File: src/pat_pkg.sv
package pat_pkg;

  localparam int          AXI_AW         = 8;

  // Register byte offsets
  localparam logic [7:0]  OFF_CTRL       = 8'h00;
  localparam logic [7:0]  OFF_OPERAND    = 8'h04;
  localparam logic [7:0]  OFF_SOURCE     = 8'h08;
  localparam logic [7:0]  OFF_RESULT     = 8'h0C;
  localparam logic [7:0]  OFF_FLAGS      = 8'h10;
  localparam logic [7:0]  OFF_IRQ_STATUS = 8'h14;
  localparam logic [7:0]  OFF_IRQ_MASK   = 8'h18;

  // Field positions
  localparam int          CTRL_EXEC_BIT  = 0;
  localparam int          OPND_ADDR_BIT  = 16;
  localparam int          HDR_IN_BIN_BIT = 15;
  localparam int          HDR_OUT_BIN_BIT = 14;
  localparam int          HDR_MIRROR_BIT = 13;
  localparam int          FLAG_ERR_BIT   = 0;
  localparam int          FLAG_EQ_BIT    = 1;
  localparam int          FLAG_BUSY_BIT  = 2;
  localparam int          IRQ_DONE_BIT   = 0;
  localparam int          IRQ_ERR_BIT    = 1;

  // Reset values
  localparam logic [16:0] OPERAND_RST    = 17'h0_0000;
  localparam logic [15:0] SOURCE_RST     = 16'h0000;
  localparam logic [1:0]  IRQ_MASK_RST   = 2'h0;

  localparam logic [1:0]  RESP_OKAY      = 2'h0;
  localparam logic [1:0]  RESP_SLVERR    = 2'h2;

  // Control constants and limits
  localparam logic [15:0] CTRL_SIN       = 16'h0000;
  localparam logic [15:0] CTRL_COS       = 16'h0001;
  localparam logic [15:0] TRIG_MAX_BCD   = 16'h0900;
  localparam logic [15:0] BCD_MAX_BIN    = 16'h270F;
  localparam logic [15:0] TEN            = 16'h000A;

  // Rotation engine: angle unit is tenths of a degree times 256, values Q16
  localparam logic [4:0]  TRIG_LAST_ITER = 5'h0F;
  localparam logic [2:0]  LAST_DIGIT     = 3'h3;
  localparam logic signed [19:0] CORDIC_GAIN = 20'h0_9B75;
  localparam logic signed [19:0] TRIG_BIAS   = 20'h0_0002;
  localparam logic signed [19:0] Q16_MAX     = 20'h0_FFFF;
  localparam logic signed [19:0] ATAN_TBL [16] = '{
    20'h1_C200, 20'h1_09A7, 20'h0_8C5D, 20'h0_4740,
    20'h0_23C3, 20'h0_11E6, 20'h0_08F4, 20'h0_047A,
    20'h0_023D, 20'h0_011E, 20'h0_008F, 20'h0_0048,
    20'h0_0024, 20'h0_0012, 20'h0_0009, 20'h0_0004
  };

  localparam logic [5:0]  DIV_STEPS      = 6'h20;

  typedef enum logic [3:0] {
    ST_IDLE, ST_TRIG, ST_DIG, ST_HDR, ST_XM, ST_Y0, ST_XK, ST_YK, ST_DIV, ST_BCD
  } pat_state_t;

endpackage

File: src/pat_div_if.sv
`timescale 1ns/10ps
`default_nettype none
interface pat_div_if;
  logic        start;
  logic [31:0] num;
  logic [15:0] den;
  logic        done;
  logic [31:0] quo;
  logic [15:0] rem;
  modport client (output start, output num, output den, input done, input quo, input rem);
  modport server (input start, input num, input den, output done, output quo, output rem);
endinterface
`default_nettype wire

File: src/pat_div.sv
`timescale 1ns/10ps
`default_nettype none
module pat_div
  import pat_pkg::*;
(
  input  wire logic aclk,
  input  wire logic aresetn,
  pat_div_if.server dv
);

  typedef struct packed {
    logic        busy;
    logic        done;
    logic [5:0]  cnt;
    logic [31:0] quo;
    logic [16:0] rem;
    logic [15:0] den;
  } pat_div_st_t;

  pat_div_st_t r;
  pat_div_st_t n;

  always_comb
  begin
    logic [16:0] trial;
    trial = 17'h0_0000;
    n = r;
    n.done = 1'b0;
    if (!r.busy)
    begin
      // A start while busy is ignored; the client waits for done
      if (dv.start)
      begin
        n.busy = 1'b1;
        n.cnt = 6'h00;
        n.quo = dv.num;
        n.rem = 17'h0_0000;
        n.den = dv.den;
      end
    end
    else
    begin
      trial = {r.rem[15:0], r.quo[31]};
      n.quo = {r.quo[30:0], 1'b0};
      if (trial >= {1'b0, r.den})
      begin
        trial = trial - {1'b0, r.den};
        n.quo[0] = 1'b1;
      end
      n.rem = trial;
      n.cnt = r.cnt + 6'h01;
      if (n.cnt == DIV_STEPS)
      begin
        n.busy = 1'b0;
        n.done = 1'b1;
      end
    end
  end

  always_ff @(posedge aclk)
  begin
    if (!aresetn)
      r <= '0;
    else
      r <= n;
  end

  assign dv.done = r.done;
  assign dv.quo  = r.quo;
  assign dv.rem  = r.rem[15:0];

endmodule
`default_nettype wire

File: src/pat_unit.sv
// Contract
// - Nothing happens unless executed; control operand then selects the computation
// - Control constant 0000 gives sine, 0001 cosine of BCD tenths of degrees
// - Error flag when trig input exceeds 0900
// - Error flag when control constant is neither 0000 nor 0001
// - Error flag when the approximation table cannot be read
// - Error flag on missing, non-BCD or out-of-area indirect memory word
// - Equals flag set when the result word is 0000
// - Trig result is four truncated BCD fraction digits, full scale 0.9999
// - Address control operand evaluates the stored piecewise-linear table at source x
// - Header bits 7..0 hold segment count minus one, binary
// - Header bit 15 input form, bit 14 output form; 1 means binary
// - Header bit 13 set mirrors the function left to right
// - Word C+1 max X, C+2 Y0, then X,Y pairs, all binary
// - First end-point X is implicitly 0000
//
// The placing of the registers and the AXI4-Lite slave port were chosen for this implementation.
`timescale 1ns/10ps
`default_nettype none
module pat_unit
  import pat_pkg::*;
(
  input  wire logic              aclk,
  input  wire logic              aresetn,
  input  wire logic [AXI_AW-1:0] s_axi_awaddr,
  input  wire logic              s_axi_awvalid,
  output logic                   s_axi_awready,
  input  wire logic [31:0]       s_axi_wdata,
  input  wire logic [3:0]        s_axi_wstrb,
  input  wire logic              s_axi_wvalid,
  output logic                   s_axi_wready,
  output logic [1:0]             s_axi_bresp,
  output logic                   s_axi_bvalid,
  input  wire logic              s_axi_bready,
  input  wire logic [AXI_AW-1:0] s_axi_araddr,
  input  wire logic              s_axi_arvalid,
  output logic                   s_axi_arready,
  output logic [31:0]            s_axi_rdata,
  output logic [1:0]             s_axi_rresp,
  output logic                   s_axi_rvalid,
  input  wire logic              s_axi_rready,
  output logic                   mem_rd,
  output logic [15:0]            mem_addr,
  input  wire logic              mem_ack,
  input  wire logic [15:0]       mem_rdata,
  input  wire logic              mem_fault,
  output logic                   irq
);
  import pat_pkg::*;

  typedef struct packed {
    pat_state_t        state;
    logic              aw_got;
    logic              w_got;
    logic [AXI_AW-1:0] awaddr;
    logic [31:0]       wdata;
    logic [3:0]        wstrb;
    logic              awready;
    logic              wready;
    logic              bvalid;
    logic [1:0]        bresp;
    logic              arready;
    logic              rvalid;
    logic [1:0]        rresp;
    logic [31:0]       rdata;
    logic [16:0]       operand;
    logic [15:0]       source;
    logic [15:0]       result;
    logic              err;
    logic              eq;
    logic              busy;
    logic [1:0]        irq_st;
    logic [1:0]        irq_mask;
    logic              irq;
    logic              mem_rd;
    logic [15:0]       mem_addr;
    logic              is_cos;
    logic signed [19:0] cx;
    logic signed [19:0] cy;
    logic signed [19:0] cz;
    logic [4:0]        it;
    logic [15:0]       frac;
    logic              in_bin;
    logic              out_bin;
    logic              mirror;
    logic [7:0]        m_less1;
    logic [8:0]        k;
    logic [15:0]       xin;
    logic [15:0]       px;
    logic [15:0]       py;
    logic [15:0]       xk;
    logic              div_start;
    logic [31:0]       div_num;
    logic [15:0]       div_den;
    logic              neg;
    logic [15:0]       acc;
    logic [2:0]        dig;
  } pat_unit_st_t;

  pat_unit_st_t r;
  pat_unit_st_t n;

  pat_div_if dv ();

  pat_div u_div (
    .aclk    (aclk),
    .aresetn (aresetn),
    .dv      (dv.server)
  );

  function automatic logic is_bcd(input logic [15:0] v);
    return (v[3:0] <= 4'h9) && (v[7:4] <= 4'h9) && (v[11:8] <= 4'h9) && (v[15:12] <= 4'h9);
  endfunction

  function automatic logic [15:0] bcd2bin(input logic [15:0] v);
    return 16'(v[15:12] * 16'h03E8 + v[11:8] * 16'h0064 + v[7:4] * 16'h000A + v[3:0]);
  endfunction

  function automatic logic [31:0] wmerge(input logic [31:0] old, input logic [31:0] d,
                                         input logic [3:0] s);
    logic [31:0] o;
    o = old;
    for (int i = 0; i < 4; i++)
      if (s[i])
        o[i*8 +: 8] = d[i*8 +: 8];
    return o;
  endfunction

  always_comb
  begin
    logic              exec;
    logic              rd_clr;
    logic              fail;
    logic              fin;
    logic              emit;
    logic [15:0]       res;
    logic [15:0]       yval;
    logic              mem_ok;
    logic [15:0]       xs;
    logic [15:0]       dy;
    logic signed [19:0] v;
    logic [19:0]       t;
    logic [15:0]       cbase;
    exec = 1'b0;
    rd_clr = 1'b0;
    fail = 1'b0;
    fin = 1'b0;
    emit = 1'b0;
    res = 16'h0000;
    yval = 16'h0000;
    xs = 16'h0000;
    dy = 16'h0000;
    v = 20'h0_0000;
    t = 20'h0_0000;
    cbase = r.operand[15:0];
    mem_ok = r.mem_rd && mem_ack;
    n = r;
    n.div_start = 1'b0;

    // Write channel: address and data accepted in either order
    if (s_axi_awvalid && r.awready)
    begin
      n.aw_got = 1'b1;
      n.awaddr = s_axi_awaddr;
    end
    if (s_axi_wvalid && r.wready)
    begin
      n.w_got = 1'b1;
      n.wdata = s_axi_wdata;
      n.wstrb = s_axi_wstrb;
    end
    if (r.bvalid && s_axi_bready)
      n.bvalid = 1'b0;
    if (r.aw_got && r.w_got && !r.bvalid)
    begin
      n.aw_got = 1'b0;
      n.w_got = 1'b0;
      n.bvalid = 1'b1;
      n.bresp = RESP_OKAY;
      case (r.awaddr)
        OFF_CTRL:    exec = r.wstrb[0] && r.wdata[CTRL_EXEC_BIT];
        OFF_OPERAND: n.operand = 17'(wmerge({15'h0000, r.operand}, r.wdata, r.wstrb));
        OFF_SOURCE:  n.source = 16'(wmerge({16'h0000, r.source}, r.wdata, r.wstrb));
        OFF_IRQ_MASK: n.irq_mask = 2'(wmerge({30'h0, r.irq_mask}, r.wdata, r.wstrb));
        OFF_RESULT, OFF_FLAGS, OFF_IRQ_STATUS: n.bresp = RESP_OKAY;
        default:     n.bresp = RESP_SLVERR;
      endcase
    end
    n.awready = !n.aw_got && !n.bvalid;
    n.wready = !n.w_got && !n.bvalid;

    // Read channel
    if (r.rvalid && s_axi_rready)
      n.rvalid = 1'b0;
    if (s_axi_arvalid && r.arready)
    begin
      n.rvalid = 1'b1;
      n.rresp = RESP_OKAY;
      n.rdata = 32'h0000_0000;
      case (s_axi_araddr)
        OFF_CTRL:       n.rdata = 32'h0000_0000;
        OFF_OPERAND:    n.rdata = {15'h0000, r.operand};
        OFF_SOURCE:     n.rdata = {16'h0000, r.source};
        OFF_RESULT:     n.rdata = {16'h0000, r.result};
        OFF_FLAGS:      n.rdata = {29'h0000_0000, r.busy, r.eq, r.err};
        OFF_IRQ_STATUS:
        begin
          n.rdata = {30'h0000_0000, r.irq_st};
          rd_clr = 1'b1;
        end
        OFF_IRQ_MASK:   n.rdata = {30'h0000_0000, r.irq_mask};
        default:        n.rresp = RESP_SLVERR;
      endcase
    end
    n.arready = !n.rvalid;

    if (mem_ok)
      n.mem_rd = 1'b0;
    if (mem_ok && mem_fault)
      fail = 1'b1;

    case (r.state)
      ST_IDLE:
        if (exec)
        begin
          n.busy = 1'b1;
          if (r.operand[OPND_ADDR_BIT])
          begin
            n.mem_rd = 1'b1;
            n.mem_addr = cbase;
            n.state = ST_HDR;
          end
          else if (cbase == CTRL_SIN || cbase == CTRL_COS)
          begin
            if (!is_bcd(r.source))
              fail = 1'b1;
            else if (r.source > TRIG_MAX_BCD)
              fail = 1'b1;
            else
            begin
              n.is_cos = (cbase == CTRL_COS);
              n.cx = CORDIC_GAIN;
              n.cy = 20'h0_0000;
              n.cz = 20'({bcd2bin(r.source), 8'h00});
              n.it = 5'h00;
              n.state = ST_TRIG;
            end
          end
          else
            fail = 1'b1;
        end
      ST_TRIG:
      begin
        if (r.cz >= 0)
        begin
          n.cx = r.cx - (r.cy >>> r.it);
          n.cy = r.cy + (r.cx >>> r.it);
          n.cz = r.cz - ATAN_TBL[r.it[3:0]];
        end
        else
        begin
          n.cx = r.cx + (r.cy >>> r.it);
          n.cy = r.cy - (r.cx >>> r.it);
          n.cz = r.cz + ATAN_TBL[r.it[3:0]];
        end
        if (r.it == TRIG_LAST_ITER)
        begin
          // Saturating at just under one makes full scale read 0.9999
          v = (r.is_cos ? n.cx : n.cy) + TRIG_BIAS;
          if (v < 0)
            n.frac = 16'h0000;
          else if (v > Q16_MAX)
            n.frac = 16'hFFFF;
          else
            n.frac = v[15:0];
          n.it = 5'h00;
          n.acc = 16'h0000;
          n.state = ST_DIG;
        end
        else
          n.it = r.it + 5'h01;
      end
      ST_DIG:
      begin
        // Digits are cut, never rounded
        t = {r.frac, 3'b000} + {3'b000, r.frac, 1'b0};
        n.frac = t[15:0];
        n.acc = {r.acc[11:0], t[19:16]};
        n.it = r.it + 5'h01;
        if (r.it[2:0] == LAST_DIGIT)
        begin
          fin = 1'b1;
          res = n.acc;
        end
      end
      ST_HDR:
        if (mem_ok && !mem_fault)
        begin
          n.in_bin = mem_rdata[HDR_IN_BIN_BIT];
          n.out_bin = mem_rdata[HDR_OUT_BIN_BIT];
          n.mirror = mem_rdata[HDR_MIRROR_BIT];
          n.m_less1 = mem_rdata[7:0];
          n.mem_rd = 1'b1;
          n.mem_addr = cbase + 16'h0001;
          n.state = ST_XM;
        end
      ST_XM:
        if (mem_ok && !mem_fault)
        begin
          xs = r.in_bin ? r.source : bcd2bin(r.source);
          if (!r.in_bin && !is_bcd(r.source))
            fail = 1'b1;
          else
          begin
            if (r.mirror)
              n.xin = (xs > mem_rdata) ? 16'h0000 : 16'(mem_rdata - xs);
            else
              n.xin = xs;
            n.mem_rd = 1'b1;
            n.mem_addr = cbase + 16'h0002;
            n.state = ST_Y0;
          end
        end
      ST_Y0:
        if (mem_ok && !mem_fault)
        begin
          n.py = mem_rdata;
          n.px = 16'h0000;
          n.k = 9'h001;
          n.mem_rd = 1'b1;
          n.mem_addr = cbase + 16'h0003;
          n.state = ST_XK;
        end
      ST_XK:
        if (mem_ok && !mem_fault)
        begin
          n.xk = mem_rdata;
          n.mem_rd = 1'b1;
          n.mem_addr = 16'(cbase + {6'h00, r.k, 1'b0} + 16'h0002);
          n.state = ST_YK;
        end
      ST_YK:
        if (mem_ok && !mem_fault)
        begin
          if (r.xin >= r.xk && r.k == {1'b0, r.m_less1} + 9'h001)
          begin
            // Beyond the last end-point the output holds at its Y
            emit = 1'b1;
            yval = mem_rdata;
          end
          else if (r.xin <= r.xk)
          begin
            if (r.xin == r.xk)
            begin
              emit = 1'b1;
              yval = mem_rdata;
            end
            else
            begin
              n.neg = mem_rdata < r.py;
              dy = n.neg ? 16'(r.py - mem_rdata) : 16'(mem_rdata - r.py);
              n.div_start = 1'b1;
              n.div_num = 32'(r.xin - r.px) * 32'(dy);
              n.div_den = 16'(r.xk - r.px);
              n.state = ST_DIV;
            end
          end
          else
          begin
            n.px = r.xk;
            n.py = mem_rdata;
            n.k = r.k + 9'h001;
            n.mem_rd = 1'b1;
            n.mem_addr = 16'(cbase + {6'h00, n.k, 1'b0} + 16'h0001);
            n.state = ST_XK;
          end
        end
      ST_DIV:
        if (dv.done)
        begin
          emit = 1'b1;
          yval = r.neg ? 16'(r.py - dv.quo[15:0]) : 16'(r.py + dv.quo[15:0]);
        end
      ST_BCD:
        if (dv.done)
        begin
          n.frac = {dv.rem[3:0], r.frac[15:4]};
          n.acc = dv.quo[15:0];
          n.dig = r.dig + 3'h1;
          if (r.dig == LAST_DIGIT)
          begin
            fin = 1'b1;
            res = n.frac;
          end
          else
          begin
            n.div_start = 1'b1;
            n.div_num = {16'h0000, dv.quo[15:0]};
            n.div_den = TEN;
          end
        end
      default: n.state = ST_IDLE;
    endcase

    if (emit)
    begin
      if (r.out_bin)
      begin
        fin = 1'b1;
        res = yval;
      end
      else if (yval > BCD_MAX_BIN)
        fail = 1'b1;
      else
      begin
        n.dig = 3'h0;
        n.frac = 16'h0000;
        n.div_start = 1'b1;
        n.div_num = {16'h0000, yval};
        n.div_den = TEN;
        n.state = ST_BCD;
      end
    end

    if (fail)
    begin
      n.err = 1'b1;
      n.eq = 1'b0;
      n.mem_rd = 1'b0;
      n.busy = 1'b0;
      n.state = ST_IDLE;
    end
    else if (fin)
    begin
      n.result = res;
      n.err = 1'b0;
      n.eq = (res == 16'h0000);
      n.busy = 1'b0;
      n.state = ST_IDLE;
    end

    // New events win over a read-clear in the same cycle
    n.irq_st = (r.irq_st & (rd_clr ? 2'b00 : 2'b11)) | {fail, fail || fin};
    n.irq = |(n.irq_st & n.irq_mask);
  end

  always_ff @(posedge aclk)
  begin
    if (!aresetn)
    begin
      r <= '0;
      r.operand <= OPERAND_RST;
      r.source <= SOURCE_RST;
      r.irq_mask <= IRQ_MASK_RST;
    end
    else
      r <= n;
  end

  assign dv.start = r.div_start;
  assign dv.num   = r.div_num;
  assign dv.den   = r.div_den;

  assign s_axi_awready = r.awready;
  assign s_axi_wready  = r.wready;
  assign s_axi_bresp   = r.bresp;
  assign s_axi_bvalid  = r.bvalid;
  assign s_axi_arready = r.arready;
  assign s_axi_rdata   = r.rdata;
  assign s_axi_rresp   = r.rresp;
  assign s_axi_rvalid  = r.rvalid;
  assign mem_rd        = r.mem_rd;
  assign mem_addr      = r.mem_addr;
  assign irq           = r.irq;

endmodule
`default_nettype wire
File: config.mk
export PLATFORM = sky130hd
export DESIGN_NAME = pat_unit
export DESIGN_NICKNAME = d
export VERILOG_FILES = /design/src/pat_pkg.sv /design/src/pat_div_if.sv /design/src/pat_div.sv /design/src/pat_unit.sv
export SDC_FILE = /design/constraint.sdc
export NUM_CORES = 2
export LEC_CHECK = 0
export BUFFER_PORTS_ARGS = -buffer_cell sky130_fd_sc_hd__buf_2
export CAP_MARGIN = 40
export CORE_UTILIZATION = 40
export CTS_CLUSTER_SIZE = 14
export DETAILED_ROUTE_END_ITERATION = 7
export GPL_TIMING_DRIVEN = 0
export SYNTH_ARGS = -nofsm -noshare
export SYNTH_HDL_FRONTEND = slang
export SYNTH_SLANG_ARGS = --single-unit
File: constraint.sdc
create_clock -name aclk -period 14.1 [get_ports aclk]
set_clock_uncertainty 0.1 [all_clocks]
set_input_delay 1.41 -clock aclk [delete_from_list [all_inputs] [get_ports aclk]]
set_output_delay 1.41 -clock aclk [all_outputs]
set_load 0.05 [all_outputs]
==> metrics.cfg <==
[outcome]
status = complete, but fails checks
violations = design-rule violations

[min_path]
whs_path_depth = 2
hp-start = r[386]$_SDFFE_PN0P_
min_to = r[386]$_SDFFE_PN0P_
hold_class = flip-flop to flip-flop

[place]
port_buffers = 98
dp_slack_ns = 0.987
place.gp.congestion = 1.01
hpwlAfterDp_um = 145000

[cells_and_area]
nets = 6925
layout_commonest_cell = nand2_1
fill_cells = 11600
drive_gt1_share_pct = 7.62
final_cell_mix = 648 x nand2_1, 646 x nor2_1, 611 x inv_1, 460 x a21oi_1, 435 x dfxtp_1
area_growth_syn_to_layout_pct = 10.7

[setup_path]
crit_path_start = mem_rdata[10]
crit_type = input port to flip-flop
startpoint_type = input port
worstPathRequired_ns = 14.50
critPathTopFamily = adder cells
end_kind = flip-flop
rrSetupSlack_ns = 2.23
r2r_cells = 36
crit_arrival_ns = 13.16
r2r_start = r[86]$_SDFFE_PN0P_
rr_endpoint = dv.num[31]$_SDFF_PN0_
worst-path-buf-inv = 10
cp_max_fo = 10
cp_common_cell = fa_1
path_depth = 37
crit_slowest_cell = xnor2_1
cpPeakStageDelay_ns = 0.71

[cts]
post_cts_buffers = 0
cts.repair.resized = 0
clkSinkCount = 435
clk_latency_ns = 0.64
cts_buffer_depth = 3
clk_pin_slew_ns = 0.07
cts_hold_buf = 0
cts-root-buf = clkbuf_16
cts_buffers = 54
cts.htree.levels = 2
cts_tree = built

[synthesis]
synth_async_sr_flop_share_pct = 0
ys_ff_latch = 435
synth_ff_type = dfxtp_1
yosysWarningCount = 0
syn_area_per_cell_um2 = 7.84
post_synth_num_cell_types = 104
syn_inst = 5925
ys_seq_area_share_pct = 18.8
synth_edf_count = 0
syn_area_um2 = 46400

[sta]
setup_viol_count_final = 0
period_share_pct = 90.5
hold_violations = 0
slew_viol_final = 0
rsz0062_at_grt = false
slew_headroom_pct = 35.5
worstMarginPinSlew_ns = 0.959
tns_ns = 0
fmax_mhz = 78.4
setup_ws_ns = 1.34
layout_min_cycle_time_ns = 12.76

[grt]
gr-total-overflow = 0
use_met2_pct = 46.2
track_usage_pct = 29.5
grt_pass1_wl_um = 265000
grt_max_degree = 14
top_usage_layer = met2
antenna_found_initial = 13
grt_pass1_vias = 42200
grt_util_met1_pct = 41.2
met3_usage_pct = 5.09

[floorplanning]
rows = 124
die_y_um = 343
core-area_um2 = 115000
fp.dieW_um = 343
start_util_pct = 40.5
io_pins = 136
die_area_um2 = 117000

[power_and_ir_drop]
pwr-share-clk_pct = 49.9
p_leak_nw = 22.3
powerDensity_nw_per_um2 = 57.6
p_comb_share_pct = 8.2
power.internal_w = 0.00217
irDropWorstVdd_uv = 82.6
p_sw_w = 0.000794
p_seq_share_pct = 41.9
switching_share_pct = 26.8

[route]
firstDrtPassIters = 8
ant_nets = 0
drcViolationCount = 6
routedWlPerCell_um = 23.0
wl_um = 178000
vias_per_cell = 5.83
dr_total_vias = 45100
drtIter0Drc = 4878

[flow_run]
drv_cap = 0

## flip-flops by register name, summed over array words and instances, names as in the netlist
| signal | cells |
|---|---|
| s_axi_rvalid | 1 |
| s_axi_arready | 1 |
| s_axi_bvalid | 1 |
| s_axi_rdata | 17 |
| s_axi_rresp | 1 |
| mem_rd | 1 |
| dv.den | 16 |
| s_axi_awready | 1 |
| u_div.dv.done | 1 |
| r | 272 |
| s_axi_bresp | 1 |
| irq | 1 |
| s_axi_wready | 1 |
| dv.start | 1 |
| u_div.r | 23 |
| u_div.dv.quo | 32 |
| u_div.dv.rem | 16 |
| dv.num | 32 |
| mem_addr | 16 |
## power groups by stage
stage	clock network (W)	logic (W)	registers, W
3_3_place_gp	0	0.000215	0.00127
2_1_floorplan	0	0.000123	0.00127
6_report	0.00148	0.000242	0.00124
5_1_grt	0.00154	0.000252	0.00124
4_1_cts	0.00149	0.000234	0.00124
3_5_place_dp	0	0.000233	0.00127
## worst max path at each step
stage,slack [ns],end
floorplan,3.66,dv.num[30]$_SDFF_PN0_
global placement,0.93,dv.num[31]$_SDFF_PN0_
detailed placement,0.99,dv.num[31]$_SDFF_PN0_
CTS,1.63,dv.num[31]$_SDFF_PN0_
global route,0.87,dv.num[31]$_SDFF_PN0_
finish,1.34,dv.num[31]$_SDFF_PN0_
## through the flow
step	instance area (µm²)	util [%]	total power (W)	instances	hold WS, ns
finish	51400	44.8	0.00296	7727	0.354
CTS	51400	44.8	0.00297	7721	0.352
detailed placement	49500	43.2	0.00150	7623	0.345
global placement	48900	42.6	0.00148	7551	0.338
floorplan	46500	-	0.00139	5941	0.322
global route	51400	44.8	0.00303	7724	0.375
## logic make-up (layout without fill, tap and decap cells)
group / count (synthesis) / in the layout / share of synthesized area [%]
DFF: 435 / 435 / 18.8
muxes: 202 / 202 / 5.49
and+or+nand+nor: 1928 / 1928 / 18.6
other: 1 / 23 / 0.00808
adders and majority gates: 681 / 681 / 23.2
AOI/OAI and AO/OA: 1428 / 1428 / 20.1
buffers and inverters: 964 / 1232 / 8.44
xor gates and xnor gates: 286 / 286 / 5.43
## worst min-delay path, stage by stage (launching register included)
cell,delay [ns]
dfxtp_1,0.31
nand2_1,0.05
a21oi_1,0.05
## cell type report
class                           count  area (µm²)  area share [%]
Timing Repair Buffer              170        1130            2.20
Sequential cell                   435        8710            16.9
Buffer                            350        1610            3.14
Clock buffer                       68        1460            2.85
Multi-Input combinational cell   4542       33900            65.9
Inverter                          614        2300            4.48
Antenna cell                        6        15.0          0.0292
Tap cell                         1512        1890            3.68
Clock inverter                     30         382           0.743
## synth_stat cells, types with 68 or more instances
| library cell | n | area (µm²) |
|---|---|---|
| nor3_1 | 94 | 470 |
| a21oi_1 | 460 | 2300 |
| mux2i_1 | 128 | 1280 |
| o21ai_0 | 271 | 1360 |
| clkbuf_1 | 250 | 938 |
| xnor2_1 | 190 | 1660 |
| fa_1 | 297 | 5950 |
| nand3_1 | 151 | 756 |
| nor2b_1 | 68 | 425 |
| dfxtp_1 | 435 | 8710 |
| xor2_1 | 95 | 832 |
| nand2_1 | 648 | 2430 |
| ha_1 | 384 | 4800 |
| nor2_1 | 646 | 2420 |
| inv_1 | 611 | 2290 |
| a21o_1 | 75 | 563 |
## metal layers
metal / routed length [µm] / vias up
met5: 39 / -
met4: 5930 / 6
met3: 14900 / 301
met2: 78700 / 1907
met1: 78100 / 22000
li1: - / 20900
(Power assumes the default switching activity.)
